### config.mk
export PLATFORM = sky130hd
export DESIGN_NAME = uefr_regs
export DESIGN_NICKNAME = d
export VERILOG_FILES = /design/src/logic/uefr_pkg.sv /design/src/logic/uefr_cfg_if.sv /design/src/logic/uefr_regs.sv /design/src/logic/uefr_geometry.sv
export VERILOG_INCLUDE_DIRS = /design/src /design/src/logic
export SDC_FILE = /design/constraint.sdc
export NUM_CORES = 1
export LEC_CHECK = 0
export ABC_AREA = 0
export BUFFER_PORTS_ARGS = -buffer_cell sky130_fd_sc_hd__buf_2
export CAP_MARGIN = 20
export CORE_MARGIN = 2
export CORE_UTILIZATION = 60
export DETAILED_ROUTE_END_ITERATION = 8
export PLACE_DENSITY = 0.79
export SLEW_MARGIN = 20
export SYNTH_ARGS = -nofsm -noshare
export SYNTH_HDL_FRONTEND = slang
export SYNTH_SLANG_ARGS = --single-unit
### constraint.sdc
create_clock -name clk_in -period 3.76 [get_ports clk_in]
set_input_delay 0.752 -clock clk_in [delete_from_list [all_inputs] [get_ports clk_in]]
set_output_delay 0.752 -clock clk_in [all_outputs]
set_load 0.01 [all_outputs]
### src/logic/uefr_defines.svh
`ifndef UEFR_DEFINES_SVH
`define UEFR_DEFINES_SVH

// ---------------------------------------------------------------
// register offsets (byte addresses on the plain register port)
// ---------------------------------------------------------------
`define UEFR_OFF_TX_FIFO_SIZE   6'h00
`define UEFR_OFF_RX_FIFO_SIZE   6'h04
`define UEFR_OFF_TX_FIFO_START  6'h08
`define UEFR_OFF_RX_FIFO_START  6'h0C
`define UEFR_OFF_TX_TARGET_FUNC 6'h10
`define UEFR_OFF_TX_TARGET_HUB  6'h14
`define UEFR_OFF_ENDPOINT_SEL   6'h18

// ---------------------------------------------------------------
// field positions and widths
// ---------------------------------------------------------------
`define UEFR_DBL_BIT            4
`define UEFR_SZ_MSB             3
`define UEFR_START_MSB          12
`define UEFR_ADDR7_MSB          6
`define UEFR_MULT_BIT           7
`define UEFR_EP_COUNT           16
`define UEFR_EP_BITS            4

// ---------------------------------------------------------------
// reset values and derived constants
// ---------------------------------------------------------------
`define UEFR_RST_SIZE           5'h00
`define UEFR_RST_START          13'h0000
`define UEFR_RST_ADDR7          7'h00
`define UEFR_RST_HUB            8'h00
`define UEFR_SIZE_BASE_LOG2     5'h03
`define UEFR_START_UNIT_LOG2    3

`endif

### src/logic/uefr_pkg.sv
`default_nettype none
package uefr_pkg;
   // per-endpoint configuration for one direction
   typedef struct packed {
      logic        dbl;
      logic [3:0]  size_code;
      logic [12:0] start;
   } uefr_dir_cfg_t;
endpackage
`default_nettype wire

### src/logic/uefr_cfg_if.sv
`timescale 1ns/1ns
`default_nettype none
interface uefr_cfg_if;
   logic [4:0]  size_reg;
   logic [12:0] start_reg;
   logic [4:0]  log2_bytes;
   logic [15:0] start_bytes;
   modport calc (input size_reg, input start_reg,
                 output log2_bytes, output start_bytes);
   modport user (output size_reg, output start_reg,
                 input log2_bytes, input start_bytes);
endinterface
`default_nettype wire

### src/logic/uefr_regs.sv
`timescale 1ns/1ns
`default_nettype none
`include "uefr_defines.svh"
// Function
// - buffering bit picks single (0) or double (1) packet buffers, resets 0.
// - single buffering sizes the fifo at 2^(code+3) bytes.
// - double buffering sizes the fifo at 2^(code+4) bytes.
// - four-bit size code, 0 to 15, also caps the largest packet.
// - 13-bit start field in 8-byte units; bits 15:13 reserved.
// - byte start address equals start field times eight.
// - 7-bit target function address; bit 7 reads zero.
module uefr_regs
   import uefr_pkg::*;
(
   input  wire logic        clk_in,
   input  wire logic        reset_n_in,
   input  wire logic [5:0]  addr_in,
   input  wire logic [15:0] wdata_in,
   input  wire logic        wr_in,
   input  wire logic        rd_in,
   output logic      [15:0] rdata_out,
   output logic      [3:0]  ep_sel_out,
   output logic      [4:0]  tx_log2_bytes_out,
   output logic      [15:0] tx_start_bytes_out,
   output logic      [3:0]  tx_max_code_out,
   output logic      [4:0]  rx_log2_bytes_out,
   output logic      [15:0] rx_start_bytes_out,
   output logic      [3:0]  rx_max_code_out,
   output logic      [6:0]  tx_function_address_out,
   output logic      [6:0]  tx_hub_address_out,
   output logic             tx_multi_translator_out
);
   localparam int N = `UEFR_EP_COUNT;

   // ------------------------------------------------------------
   // storage, one copy per endpoint, plus the shared select and read data
   // ------------------------------------------------------------
   uefr_dir_cfg_t  tx_cfg_ff [N];
   uefr_dir_cfg_t  rx_cfg_ff [N];
   logic [6:0]     func_ff   [N];
   logic [7:0]     hub_ff    [N];
   logic [3:0]     ep_sel_ff;
   logic [15:0]    rdata_ff;

   // ------------------------------------------------------------
   // address decode
   // ------------------------------------------------------------
   function automatic logic hit(input logic [5:0] a, input logic [5:0] o);
      hit = (a == o);
   endfunction

   wire logic wr_txsz;
   wire logic wr_rxsz;
   wire logic wr_txst;
   wire logic wr_rxst;
   wire logic wr_func;
   wire logic wr_hub;
   wire logic wr_sel;
   assign wr_txsz = wr_in & hit(addr_in, `UEFR_OFF_TX_FIFO_SIZE);
   assign wr_rxsz = wr_in & hit(addr_in, `UEFR_OFF_RX_FIFO_SIZE);
   assign wr_txst = wr_in & hit(addr_in, `UEFR_OFF_TX_FIFO_START);
   assign wr_rxst = wr_in & hit(addr_in, `UEFR_OFF_RX_FIFO_START);
   assign wr_func = wr_in & hit(addr_in, `UEFR_OFF_TX_TARGET_FUNC);
   assign wr_hub  = wr_in & hit(addr_in, `UEFR_OFF_TX_TARGET_HUB);
   assign wr_sel  = wr_in & hit(addr_in, `UEFR_OFF_ENDPOINT_SEL);

   // ------------------------------------------------------------
   // selected endpoint views
   // ------------------------------------------------------------
   wire uefr_dir_cfg_t tx_cur;
   wire uefr_dir_cfg_t rx_cur;
   assign tx_cur = tx_cfg_ff[ep_sel_ff];
   assign rx_cur = rx_cfg_ff[ep_sel_ff];

   // size fields: reserved 15:5 read zero
   wire logic [15:0] txsz_rd;
   wire logic [15:0] rxsz_rd;
   assign txsz_rd = {11'h000, tx_cur.dbl, tx_cur.size_code};
   assign rxsz_rd = {11'h000, rx_cur.dbl, rx_cur.size_code};

   // read mux, unmapped addresses return zero
   logic [15:0] nxt_rdata;
   always_comb begin
      case (addr_in)
         `UEFR_OFF_TX_FIFO_SIZE:   nxt_rdata = txsz_rd;
         `UEFR_OFF_RX_FIFO_SIZE:   nxt_rdata = rxsz_rd;
         `UEFR_OFF_TX_FIFO_START:  nxt_rdata = {3'h0, tx_cur.start};
         `UEFR_OFF_RX_FIFO_START:  nxt_rdata = {3'h0, rx_cur.start};
         `UEFR_OFF_TX_TARGET_FUNC:
            nxt_rdata = {9'h000, func_ff[ep_sel_ff]};
         `UEFR_OFF_TX_TARGET_HUB:  nxt_rdata = {8'h00, hub_ff[ep_sel_ff]};
         `UEFR_OFF_ENDPOINT_SEL:   nxt_rdata = {12'h000, ep_sel_ff};
         default:                  nxt_rdata = 16'h0000;
      endcase
   end

   // read data stands only in the cycle after the read strobe
   always_ff @(posedge clk_in or negedge reset_n_in) begin
      if (!reset_n_in) begin
         rdata_ff <= 16'h0000;
      end else begin
         rdata_ff <= rd_in ? nxt_rdata : 16'h0000;
      end
   end
   assign rdata_out = rdata_ff;

   // endpoint select
   always_ff @(posedge clk_in or negedge reset_n_in) begin
      if (!reset_n_in) begin
         ep_sel_ff <= 4'h0;
      end else if (wr_sel) begin
         ep_sel_ff <= wdata_in[`UEFR_EP_BITS-1:0];
      end
   end

   // ------------------------------------------------------------
   // per-endpoint register copies
   // ------------------------------------------------------------
   // the size code is writable here: the buffering read-only marking
   // on it would leave the fifo unsizable, so software programs it
   genvar g;
   generate
      for (g = 0; g < N; g++) begin : g_ep
         wire logic me;
         assign me = (ep_sel_ff == 4'(g));
         always_ff @(posedge clk_in or negedge reset_n_in) begin
            if (!reset_n_in) begin
               tx_cfg_ff[g] <= '{1'b0, 4'h0, `UEFR_RST_START};
               rx_cfg_ff[g] <= '{1'b0, 4'h0, `UEFR_RST_START};
               func_ff[g]   <= `UEFR_RST_ADDR7;
               hub_ff[g]    <= `UEFR_RST_HUB;
            end else begin
               if (wr_txsz && me) begin
                  tx_cfg_ff[g].dbl       <= wdata_in[`UEFR_DBL_BIT];
                  tx_cfg_ff[g].size_code <= wdata_in[3:0];
               end
               if (wr_rxsz && me) begin
                  rx_cfg_ff[g].dbl       <= wdata_in[`UEFR_DBL_BIT];
                  rx_cfg_ff[g].size_code <= wdata_in[3:0];
               end
               if (wr_txst && me) begin
                  tx_cfg_ff[g].start <= wdata_in[12:0];
               end
               if (wr_rxst && me) begin
                  rx_cfg_ff[g].start <= wdata_in[12:0];
               end
               if (wr_func && me) begin
                  func_ff[g] <= wdata_in[6:0];
               end
               if (wr_hub && me) begin
                  hub_ff[g] <= wdata_in[7:0];
               end
            end
         end
      end
   endgenerate

   // ------------------------------------------------------------
   // geometry for the selected endpoint
   // ------------------------------------------------------------
   uefr_cfg_if tx_if ();
   uefr_cfg_if rx_if ();
   assign tx_if.size_reg  = {tx_cur.dbl, tx_cur.size_code};
   assign tx_if.start_reg = tx_cur.start;
   assign rx_if.size_reg  = {rx_cur.dbl, rx_cur.size_code};
   assign rx_if.start_reg = rx_cur.start;

   uefr_geometry u_tx_geo (.cfg(tx_if.calc));
   uefr_geometry u_rx_geo (.cfg(rx_if.calc));

   assign tx_log2_bytes_out  = tx_if.log2_bytes;
   assign tx_start_bytes_out = tx_if.start_bytes;
   assign rx_log2_bytes_out  = rx_if.log2_bytes;
   assign rx_start_bytes_out = rx_if.start_bytes;
   // largest packet code is the size code itself
   assign tx_max_code_out    = tx_cur.size_code;
   assign rx_max_code_out    = rx_cur.size_code;
   assign ep_sel_out         = ep_sel_ff;
   assign tx_function_address_out = func_ff[ep_sel_ff];
   assign tx_hub_address_out      = hub_ff[ep_sel_ff][6:0];
   assign tx_multi_translator_out = hub_ff[ep_sel_ff][`UEFR_MULT_BIT];

   // ------------------------------------------------------------
   // assertions
   // ------------------------------------------------------------
   property p_dbl_exp;
      @(posedge clk_in) disable iff (!reset_n_in)
      tx_log2_bytes_out ==
         5'({1'b0, tx_cur.size_code} + 5'h03 + {4'h0, tx_cur.dbl});
   endproperty
   a_dbl_exp: assert property (p_dbl_exp)
      else $error("tx fifo exponent wrong");

   property p_dbl_more;
      @(posedge clk_in) disable iff (!reset_n_in)
      rx_cur.dbl |-> rx_log2_bytes_out == {1'b0, rx_cur.size_code} + 5'h04;
   endproperty
   a_dbl_more: assert property (p_dbl_more)
      else $error("double buffer size wrong");

   property p_start8;
      @(posedge clk_in) disable iff (!reset_n_in)
      tx_start_bytes_out[2:0] == 3'h0 &&
      tx_start_bytes_out[15:3] == tx_cur.start;
   endproperty
   a_start8: assert property (p_start8)
      else $error("start byte address wrong");

   property p_rsv_sz;
      @(posedge clk_in) disable iff (!reset_n_in)
      $past(rd_in) && $past(addr_in) == `UEFR_OFF_TX_FIFO_SIZE
         |-> rdata_out[15:5] == 11'h000;
   endproperty
   a_rsv_sz: assert property (p_rsv_sz)
      else $error("size reserved bits not zero");

   property p_rsv_func;
      @(posedge clk_in) disable iff (!reset_n_in)
      $past(rd_in) && $past(addr_in) == `UEFR_OFF_TX_TARGET_FUNC
         |-> rdata_out[15:7] == 9'h000;
   endproperty
   a_rsv_func: assert property (p_rsv_func)
      else $error("function reserved bit not zero");

   property p_start_wr;
      @(posedge clk_in) disable iff (!reset_n_in)
      wr_txst ##1 !wr_sel |-> tx_cur.start == $past(wdata_in[12:0]);
   endproperty
   a_start_wr: assert property (p_start_wr)
      else $error("start field not written");

   property p_hub_wr;
      @(posedge clk_in) disable iff (!reset_n_in)
      wr_hub |=> tx_multi_translator_out == $past(wdata_in[7]);
   endproperty
   a_hub_wr: assert property (p_hub_wr)
      else $error("multi translator bit not written");

   property p_sel_keep;
      @(posedge clk_in) disable iff (!reset_n_in)
      wr_sel ##1 (!wr_in)[*2] |-> ep_sel_out == $past(wdata_in[3:0], 2);
   endproperty
   a_sel_keep: assert property (p_sel_keep)
      else $error("endpoint select lost");

   property p_dbl_wr;
      @(posedge clk_in) disable iff (!reset_n_in)
      wr_rxsz |=> rx_cur.dbl == $past(wdata_in[4]) &&
                  rx_max_code_out == $past(wdata_in[3:0]);
   endproperty
   a_dbl_wr: assert property (p_dbl_wr)
      else $error("rx size register not written");

   // single tx buffering keeps the exponent at code plus three
   property p_tx_single;
      @(posedge clk_in) disable iff (!reset_n_in)
      !tx_cur.dbl |->
         tx_log2_bytes_out == {1'b0, tx_cur.size_code} + 5'h03;
   endproperty
   a_tx_single: assert property (p_tx_single)
      else $error("tx single buffer size wrong");

   // single rx buffering, same exponent rule as tx
   property p_rx_single;
      @(posedge clk_in) disable iff (!reset_n_in)
      !rx_cur.dbl |->
         rx_log2_bytes_out == {1'b0, rx_cur.size_code} + 5'h03;
   endproperty
   a_rx_single: assert property (p_rx_single)
      else $error("rx single buffer size wrong");

   // double tx buffering takes twice the single allocation
   property p_tx_double;
      @(posedge clk_in) disable iff (!reset_n_in)
      tx_cur.dbl |->
         tx_log2_bytes_out == {1'b0, tx_cur.size_code} + 5'h04;
   endproperty
   a_tx_double: assert property (p_tx_double)
      else $error("tx double buffer size wrong");

   // tx size write lands in the selected copy one cycle later
   property p_txsz_wr;
      @(posedge clk_in) disable iff (!reset_n_in)
      wr_txsz |=> tx_cur.dbl == $past(wdata_in[`UEFR_DBL_BIT]) &&
                  tx_max_code_out == $past(wdata_in[`UEFR_SZ_MSB:0]);
   endproperty
   a_txsz_wr: assert property (p_txsz_wr)
      else $error("tx size register not written");

   // function address write, reserved bit 7 dropped
   property p_func_wr;
      @(posedge clk_in) disable iff (!reset_n_in)
      wr_func |=>
         tx_function_address_out == $past(wdata_in[`UEFR_ADDR7_MSB:0]);
   endproperty
   a_func_wr: assert property (p_func_wr)
      else $error("function address not written");

   // rx start field reads never show the reserved top bits
   property p_rsv_start;
      @(posedge clk_in) disable iff (!reset_n_in)
      $past(rd_in) && $past(addr_in) == `UEFR_OFF_RX_FIFO_START
         |-> rdata_out[15:13] == 3'h0;
   endproperty
   a_rsv_start: assert property (p_rsv_start)
      else $error("start reserved bits not zero");

   // rx byte start is the field in 8-byte units
   property p_rx_start8;
      @(posedge clk_in) disable iff (!reset_n_in)
      rx_start_bytes_out[2:0] == 3'h0 &&
      rx_start_bytes_out[15:3] == rx_cur.start;
   endproperty
   a_rx_start8: assert property (p_rx_start8)
      else $error("rx start byte address wrong");

   // read data only stands after a read, so stale values cannot leak
   property p_rd_idle;
      @(posedge clk_in) disable iff (!reset_n_in)
      !$past(rd_in) |->
         rdata_out == 16'h0000;
   endproperty
   a_rd_idle: assert property (p_rd_idle)
      else $error("read data outside read cycle");

   // without a write neither the copy nor the selection may move
   property p_hold;
      @(posedge clk_in) disable iff (!reset_n_in)
      !wr_in |=> $stable(tx_start_bytes_out) &&
                 $stable(tx_function_address_out);
   endproperty
   a_hold: assert property (p_hold)
      else $error("endpoint copy changed without write");

   // a select write switches the view in the next cycle
   property p_sel_view;
      @(posedge clk_in) disable iff (!reset_n_in)
      wr_sel |=>
         ep_sel_out == $past(wdata_in[`UEFR_EP_BITS-1:0]);
   endproperty
   a_sel_view: assert property (p_sel_view)
      else $error("endpoint select not taken");
endmodule
`default_nettype wire

### src/logic/uefr_geometry.sv
`timescale 1ns/1ns
`default_nettype none
`include "uefr_defines.svh"
// ---------------------------------------------------------------
// fifo geometry from size code, buffering mode and start field
// ---------------------------------------------------------------
module uefr_geometry
   import uefr_pkg::*;
(
   uefr_cfg_if.calc  cfg
);
   wire logic       dbl;
   wire logic [3:0] code;
   assign dbl  = cfg.size_reg[`UEFR_DBL_BIT];
   assign code = cfg.size_reg[`UEFR_SZ_MSB:0];
   // exponent: code+3 single, code+4 double
   assign cfg.log2_bytes = {1'b0, code} + `UEFR_SIZE_BASE_LOG2
                           + {4'h0, dbl};
   // byte start address is eight times the field
   assign cfg.start_bytes = {cfg.start_reg,
                             {`UEFR_START_UNIT_LOG2{1'b0}}};
endmodule
`default_nettype wire

==> results of run 1 <==
-- kinds of logic after synthesis --
kind of cell / synth area share, %
other: 0.00968
AO/OA/AOI/OAI: 2.28
adder cells (fa/ha/maj): 0.129
AND/OR/NAND/NOR: 3.14
flip-flops: 53.8
buffers and inverters: 2.95
multiplexers: 37.6
XOR/XNOR: 0.0904
-- cell usage after synthesis (all sizes together), types with 2 or more instances --
cell       n
mux2     852
dfrtp    833
mux4     191
nand2    151
buf      118
clkbuf   106
mux2i     67
nor2      48
a22oi     38
a21oi     24
nor3      12
inv       10
o22ai     10
and2       9
nor2b      9
a211oi     8
nand3      8
and3       7
o21ai      7
a221oi     4
a31oi      4
ha         4
nand2b     4
a2111oi    3
a311oi     3
nor3b      3
o221ai     3
o32ai      3
a21boi     2
a32o       2
nand4      2
nand4b     2
o2111ai    2
or2        2
xnor2      2
xor2       2
-- cell type report --
type	instances	area share (%)
diodes	1	0.00567
clock buffers	128	5.78
clock inverters	28	0.862
inverters	11	0.0935
multi-input cells	1512	38.4
flip-flops and latches	833	47.3
well taps	855	2.42
repair buffers	269	5.17
-- registers in the layout, indices dropped and copies added, names as in the netlist --
register	count
ep_sel_out	4
func_ff	112
hub_ff	128
rdata_out	13
rx_cfg_ff	288
tx_cfg_ff	288
-- critical path: stages (launching register included) --
cell and delay (ps):
dfrtp_4 450, buf_12 200, mux4_2 540, mux2i_2 340, nand2_1 130, o21ai_2 100
ha_2 240, ha_4 150, xnor2_2 100, buf_2 140
-- per-stage QoR --
step | cells | power [uW] | setup WS, ps | utilization (%)
after floorplan | 2580 | 10700 | 423 | -
after global placement | 3447 | 11700 | 248 | 63.3
after detailed placement | 3447 | 11800 | 178 | 63.3
after CTS | 3627 | 20700 | -8.48 | 68.5
after global routing | 3636 | 21300 | -78.5 | 68.8
final | 3637 | 20700 | -20.3 | 68.8
-- per-layer routing --
| metal | up-vias | wire, microns | global-route usage [%] |
|---|---|---|---|
| met4 | 2 | 3950 | 12.3 |
| li1 | 9774 | - | - |
| met1 | 12800 | 42400 | 44.6 |
| met2 | 1056 | 50500 | 50.1 |
| met3 | 235 | 8910 | 6.99 |
| met5 | - | 9 | 0 |
-- power groups by stage --
stage	sequential, uW	clock, uW	combinational (uW)
floorplan	9320	0	1400
global placement	9410	0	2320
detailed placement	9420	0	2360
CTS	9210	8870	2610
global route	9220	9260	2860
finish	9220	8780	2720
-- timing repair --
item,in CTS,in global routing
endpoints found under the hold margin,0,0
gates resized for setup,31,23
setup endpoints to repair,56,23
setup buffers,22,7
cloned,2,2
pin swaps,3,1
-- worst paths after layout --
path                       depth (start not counted)                    to     startpoint
min in group clk_in                                2        tx_cfg_ff[233]    wdata_in[4]
max                                                9  tx_log2_bytes_out[2]  ep_sel_out[1]
max in group asynchronous                          2            hub_ff[48]     reset_n_in
min reg2reg                                        1            hub_ff[32]     hub_ff[32]
max reg2reg                                        7         tx_cfg_ff[79]  ep_sel_out[2]
min                                                1         tx_cfg_ff[67]     reset_n_in
==> results.cfg, run 1 <==
[outcome]
outcome = finished, violations left
violations = setup timing

[detailed_routing]
drc = 0
wl_mm = 106
first_iter_violations = 2396
num_vias = 23900
dr.pass1.iters = 5
ant_nets = 0
wl_per_cell_microns = 29.1
vias_per_cell = 6.57

[cts]
h-tree-depth = 3
cts_sinks = 833
clockRootBuffer = clkbuf_16
holdBufCountCts = 0
clk_pin_slew_ps = 60
clockBufferDepth = 3
cts_tree = done
cts-buffers-inserted = 85
clk_latency_ps = 640

[timing]
drv_slew = 0
hold_viol = 0
fin_ws_ps = -20.3
finalSetupTns_ps = -20.3
max_freq_mhz = 265
finalCritPeriodShare_pct = 101
slew_headroom_pct = 32.0
tightest_slew_ps = 1010
rsz0062_at_grt = yes
setup_viol = 1
fin_crit_ps = 3780
holdWs_ps = 144
skew_ps = 23.6

[pwr]
pwr-share-comb_pct = 13.1
p_per_area_nw_per_um2 = 469
p_int_uw = 15400
vdd_drop_max_v = 0.000437
power_frac_clock_pct = 42.4
p_sw_share_pct = 25.4
seqPwrFrac_pct = 44.5
leakage_uw = 0.0218
p_switching_uw = 5270

[logic_synthesis]
synth_flop_cell = dfrtp_1
synth_cell_types = 64
synth-seq-cells = 833
synthTopCellsByArea = dfrtp_1 54%, mux2_2 19%, mux4_2 11%
async_reset_ff_share_pct = 100
yosysSeqAreaShare_pct = 53.8
yosys.area.top_type = dfrtp_1
yosysWarnings = 0
synth.top_cell.area_share_pct = 53.8
synth-edff-count = 0
netlist_instances = 2572
syn_area_per_cell_sq_um = 15.1
syn-cell-area_sq_um = 38700

[setup_path]
critical_path_arrival_ps = 3030
cp-end-kind = output pin
critPathLaunchType = flop
critical_path_class = flop to output pin
cp_max_fo = 10
cp.required_ps = 3010
reg2reg_setup_slack_ps = 620

[cells_and_area]
seqCellArea_sq_um = 20900
fill_cells = 4184
final_area_sq_um = 44100
layout_common_cells = 829 x dfrtp_1, 667 x mux2_2, 191 x mux4_2
fin_nets = 2742
layout-drive-gt1-share_pct = 47.8
mostFrequentLayoutCell = dfrtp_1
syn_to_final_growth_pct = 13.9
multiInputGateArea_sq_um = 17000

[grt]
grt_pass1_vias = 25000
grt_max_degree = 106
antenna_found_initial = 2
grt_pass1_wl_mm = 159
gr-total-overflow = 0
globalRouteTotalUtil_pct = 32.0

[die]
dieHeight_microns = 258
die_w_microns = 258
row_count = 93
ioPinCount = 111
die_area_sq_um = 66600
core-area_sq_um = 64100
start_util_pct = 60.4

[placed_design]
dpl.hpwl_mm = 66.6
numPortBuffers = 98
gp_congestion = 0.978
place_area_sq_um = 40600

[flow_run]
max_cap_viol_count = 0

[hold_path]
min_path_type = input pin to async pin
No activity file was read; power rests on OpenSTA's default activity.
==> inputs of run 2 (changes only) <==
GPL_TIMING_DRIVEN = 0   (was unset)
MAX_ROUTING_LAYER = met4   (was unset)
==> run 2 against run 1 <==
The run still ends with setup timing left. Utilization grew 1.6 points. Hold slack worse by 69 ps. Power increased by 3.9%. Clock skew fell by 5.5 ps. Fmax down 4.5%. Clock power is essentially flat. Critical path depth up 1. Critical path type unchanged. Critical endpoint is now tx_log2_bytes_out[3].
==> results.cfg, run 2 (synthesized netlist as in run 1, its figures left out) <==
[outcome]
outcome = finished, violations left
violations = setup timing

[setup_path]
crit_family = buffers and inverters
cp.required_ps = 3010
crit_slowest_cell = dfrtp_1
critical_path_arrival_ps = 3210
path_buf_inv = 4
critical_path_class = flop to output pin
worstPathCellList = buf_6, buf_6, buf_4, mux2i_1, a22oi_1, nand2_2, a21oi_4, a21boi_1, xor2_1, buf_2
cp_max_fo = 11
cpPeakStageDelay_ps = 400
crit_path_start = ep_sel_out[3]
r2r_start = ep_sel_out[3]
cp-end-kind = output pin
path_common_cell = buf_6
critPathLaunchType = flop

[timing]
max_freq_mhz = 253
slew_headroom_pct = 14.9
rsz0062_at_grt = yes
setup_viol = 17
fin_crit_ps = 3960
fin_ws_ps = -197
tightest_slew_ps = 1280
hold_viol = 0
drv_slew = 0
skew_ps = 18.1
finalCritPeriodShare_pct = 105

[pwr]
p_int_uw = 15500
p_per_area_nw_per_um2 = 477
p_switching_uw = 5990
leakage_uw = 0.0220
p_sw_share_pct = 27.9
vdd_drop_max_v = 0.000353
power_frac_clock_pct = 40.9
pwr-share-comb_pct = 16.4
seqPwrFrac_pct = 42.7

[grt]
gr-total-overflow = 0
grt_pass1_vias = 27200
grt_max_degree = 109
globalRouteTotalUtil_pct = 45.6
antenna_found_initial = 8
grt_pass1_wl_mm = 203

[placed_design]
numPortBuffers = 89
dpl.hpwl_mm = 101
gp_congestion = 1.03
place_inst = 3535

[cts]
holdBufCountCts = 0
h-tree-depth = 3
clk_pin_slew_ps = 60
clockRootBuffer = clkbuf_16
cts_tree = done
cts_sinks = 833
clockBufferDepth = 3
clk_latency_ps = 650
cts-buffers-inserted = 86

[detailed_routing]
wl_per_cell_microns = 38.9
first_iter_violations = 3230
num_vias = 26200
ant_nets = 0
drc = 0
dr.pass1.iters = 5
wl_mm = 145
vias_per_cell = 7.03

[cells_and_area]
mostFrequentLayoutCell = dfrtp_1
stdcell_count = 3733
final_core_util_pct = 70.4
reg_top3 = rx_cfg_ff (288), tx_cfg_ff (288), hub_ff (128)
fill_cells = 4220
layout_common_cells = 831 x dfrtp_1, 664 x mux2_2, 191 x mux4_2
seqCellArea_sq_um = 20800
fin_nets = 2841
multiInputGateArea_sq_um = 17300
layout-drive-gt1-share_pct = 47.6
syn_to_final_growth_pct = 16.5

[die]
start_util_pct = 60.4
core-area_sq_um = 64100
die_area_sq_um = 66600
dieHeight_microns = 258
ioPinCount = 111
die_w_microns = 258
row_count = 93

[flow_run]
max_cap_viol_count = 0

[hold_path]
min_path_type = input pin to async pin
==> run 2: timing repair <==
item,in CTS,in global routing
endpoints found under the setup margin,115,28
gates resized for setup,280,49
buffers inserted,38,12
cloned,1,1
pin swaps,14,10
==> run 2: metrics by stage <==
step / setup TNS, ps / total power, uW / area (sq um) / hold WS (ps) / setup WS (ps)
floorplan: 0 / 10700 / 38800 / 456 / 423
global placement: - / 12100 / 40300 / 468 / -14580
detailed placement: -39780 / 12200 / 40600 / 477 / -1410
CTS: -913 / 21300 / 44800 / 99.8 / -158
global route: -1670 / 21900 / 45100 / 132 / -220
finish: -1460 / 21500 / 45100 / 75.2 / -197
==> run 2: path summary, 6_finish.rpt <==
kind,end,slack [ps],cells after the start
hold / removal,tx_cfg_ff[265],80,1
setup / recovery,tx_log2_bytes_out[3],-200,10
setup reg to reg,tx_cfg_ff[9],110,8
min in group clk_in,rx_cfg_ff[242],410,2
max in group asynchronous,rx_cfg_ff[152],1770,4
hold reg to reg,rx_cfg_ff[96],490,1
==> run 2: metal layers <==
metal / share of wire (%) / track usage, %
met5: 0 / -
met2: 45 / 66.1
met1: 37 / 57.1
met3: 11 / 11.8
met4: 7.8 / 29.9
==> run 2: cell type report <==
type	count	area share, %
diodes	2	0.0111
plain buffers	220	3.96
clock buffers	129	5.64
clock inverters	24	0.707
inverters	11	0.0970
multi-input cells	1512	38.3
flip-flops and latches	833	46.2
well taps	855	2.37
repair buffers	147	2.70
==> run 2: power groups by stage <==
| stage | clock network (uW) | registers [uW] | logic [uW] |
|---|---|---|---|
| after floorplan | 0 | 9320 | 1400 |
| after global placement | 0 | 9340 | 2760 |
| after detailed placement | 0 | 9340 | 2830 |
| after CTS | 8770 | 9180 | 3320 |
| after global routing | 9130 | 9190 | 3600 |
| final | 8790 | 9190 | 3530 |
==> run 2: worst register-to-register path, stage by stage (launching register included) <==
cell and delay (ps):
dfrtp_1 400, buf_6 190, buf_6 200, buf_4 340
nand2_1 220, nor2_1 710, nand2_1 450, buf_1 570
mux2_2 460
==> inputs of run 3 (changes only) <==
clock period = 4.9 ns   (was 3.76 ns; I/O delays follow)
==> run 3 against run 2 <==
The flow still finishes with violations (setup timing). Highest routed layer unchanged. Final cell count is 1.1% lower. Clock skew grew 5.7 ps. Global-route usage decreased by 0.27 points. Utilization down 2.4 points. Via count is 1.0% lower. Power shrank 25%. Clock power decreased by 23%. Setup slack better by 160 ps. Largest cell class unchanged. Hold slack gained 230 ps. Combinational power down 36%.
==> results.cfg, run 3 (synthesized netlist as in run 1, its figures left out) <==
[detailed_routing]
wl_per_cell_microns = 39.0
wl_mm = 144
dr.pass1.iters = 6
ant_nets = 0
num_vias = 26000
vias_per_cell = 7.03
drc = 0
first_iter_violations = 3216

[pwr]
p_sw_share_pct = 27.8
p_int_uw = 11600
vdd_drop_max_v = 0.000270
p_per_area_nw_per_um2 = 369
pwr-share-comb_pct = 14.1
seqPwrFrac_pct = 43.9
power_frac_clock_pct = 42.0
p_switching_uw = 4470
leakage_uw = 0.0215

[placed_design]
place_ws_ps = -503
gp_congestion = 1.03
numPortBuffers = 89
dpl.hpwl_mm = 101
place_inst = 3535

[grt]
grt_pass1_vias = 26800
antenna_found_initial = 4
globalRouteTotalUtil_pct = 45.3
gr-total-overflow = 0
grt_pass1_wl_mm = 202
grt_max_degree = 109

[setup_path]
path_buf_inv = 4
cp-end-kind = output pin
cp.required_ps = 3920
critical_path_class = flop to output pin
worstPathCellList = buf_6, buf_6, buf_4, nor2b_1, a22oi_1, nand2_1, a21oi_1, a21boi_0, xor2_1, buf_2
cp_max_fo = 10
critical_path_arrival_ps = 3960
crit_slowest_cell = nor2b_1
r2r_cells = 8
crit_cells = 10
crit_family = simple AND/OR/NAND/NOR gates
path_common_cell = buf_6
cpPeakStageDelay_ps = 850
critPathLaunchType = flop

[cells_and_area]
stdcell_count = 3692
layout-drive-gt1-share_pct = 44.2
fin_nets = 2798
layout_common_cells = 832 x dfrtp_1, 669 x mux2_2, 191 x mux4_2
mostFrequentLayoutCell = dfrtp_1
reg_top3 = rx_cfg_ff (288), tx_cfg_ff (288), hub_ff (128)
syn_to_final_growth_pct = 12.6

[cts]
clk_pin_slew_ps = 70
cts_sinks = 833
clockBufferDepth = 3
cts-buffers-inserted = 86
clk_latency_ps = 660
post_cts_buffers = 0
h-tree-depth = 3
clockRootBuffer = clkbuf_16
cts_tree = done

[die]
dieHeight_microns = 258
die_w_microns = 258
ioPinCount = 111
die_area_sq_um = 66600
start_util_pct = 60.4
row_count = 93
core-area_sq_um = 64100

[timing]
finalCritPeriodShare_pct = 101
rsz0062_at_grt = no
max_freq_mhz = 202
hold_viol = 0
fin_crit_ps = 4940
tightest_slew_ps = 1270
skew_ps = 23.9
fin_ws_ps = -41.9
slew_headroom_pct = 15.5
drv_slew = 0
setup_viol = 1

[hold_path]
min_path_type = input pin to async pin

[outcome]
outcome = finished, violations left
violations = setup timing

[flow_run]
max_cap_viol_count = 0
==> run 3: changes by cell type in the layout (fill, tap and decap cells not counted), sizes merged <==
cell / delta
clkbuf: +2
diode: +2
buf: -46
clkdlybuf4s18: +1
==> run 3: final timing paths <==
| check | startpoint | endpoint | slack, ps |
|---|---|---|---|
| max in group asynchronous | reset_n_in | tx_cfg_ff[188] | 2690 |
| min in group clk_in | rx_cfg_ff[96] | rx_cfg_ff[96] | 490 |
| hold / removal | reset_n_in | tx_cfg_ff[104] | 300 |
| setup / recovery | ep_sel_out[1] | tx_log2_bytes_out[3] | -40 |
| hold reg to reg | rx_cfg_ff[96] | rx_cfg_ff[96] | 490 |
| setup reg to reg | ep_sel_out[3] | tx_cfg_ff[9] | 830 |
==> run 3: metrics by stage <==
step	setup TNS (ps)	hold WS (ps)	util [%]	power, uW	cell area (sq um)
floorplan	0	459	-	8230	38800
global placement	-	468	62.8	9280	40300
detailed placement	-7170	477	63.3	9340	40600
CTS	0	328	68.0	16000	43600
global route	0	365	68.0	16400	43600
finish	-41.9	301	68.0	16100	43600
==> run 3: layer usage <==
metal	track usage, %	wire [microns]	up-vias	part of all wire [%]
met3	11.6	14700	507	10
met5	-	0	-	0
met4	27.2	10600	0	7.3
met1	57.4	53500	13900	37
li1	-	-	9879	-
met2	66.3	65300	1696	45
==> run 3: timing repair <==
item,4_1_cts,5_1_grt
setup endpoints to repair,31,9
resized for setup,53,8
hold buffers,0,0
cloned,0,0
==> run 3: power by group through the flow <==
stage	combinational, uW	sequential, uW	clock (uW)
finish	2270	7050	6750
global route	2320	7050	7000
global placement	2120	7170	0
floorplan	1080	7150	0
detailed placement	2170	7170	0
CTS	2210	7050	6730
==> run 3: layout make-up <==
type / instances / area (sq um)
flip-flops and latches: 833 / 20800
diodes: 4 / 10.0
multi-input cells: 1512 / 16800
well taps: 855 / 1070
repair buffers: 100 / 699
clock inverters: 24 / 319
plain buffers: 224 / 1240
clock buffers: 129 / 2550
inverters: 11 / 41.3
fillers: 4402 / 20500
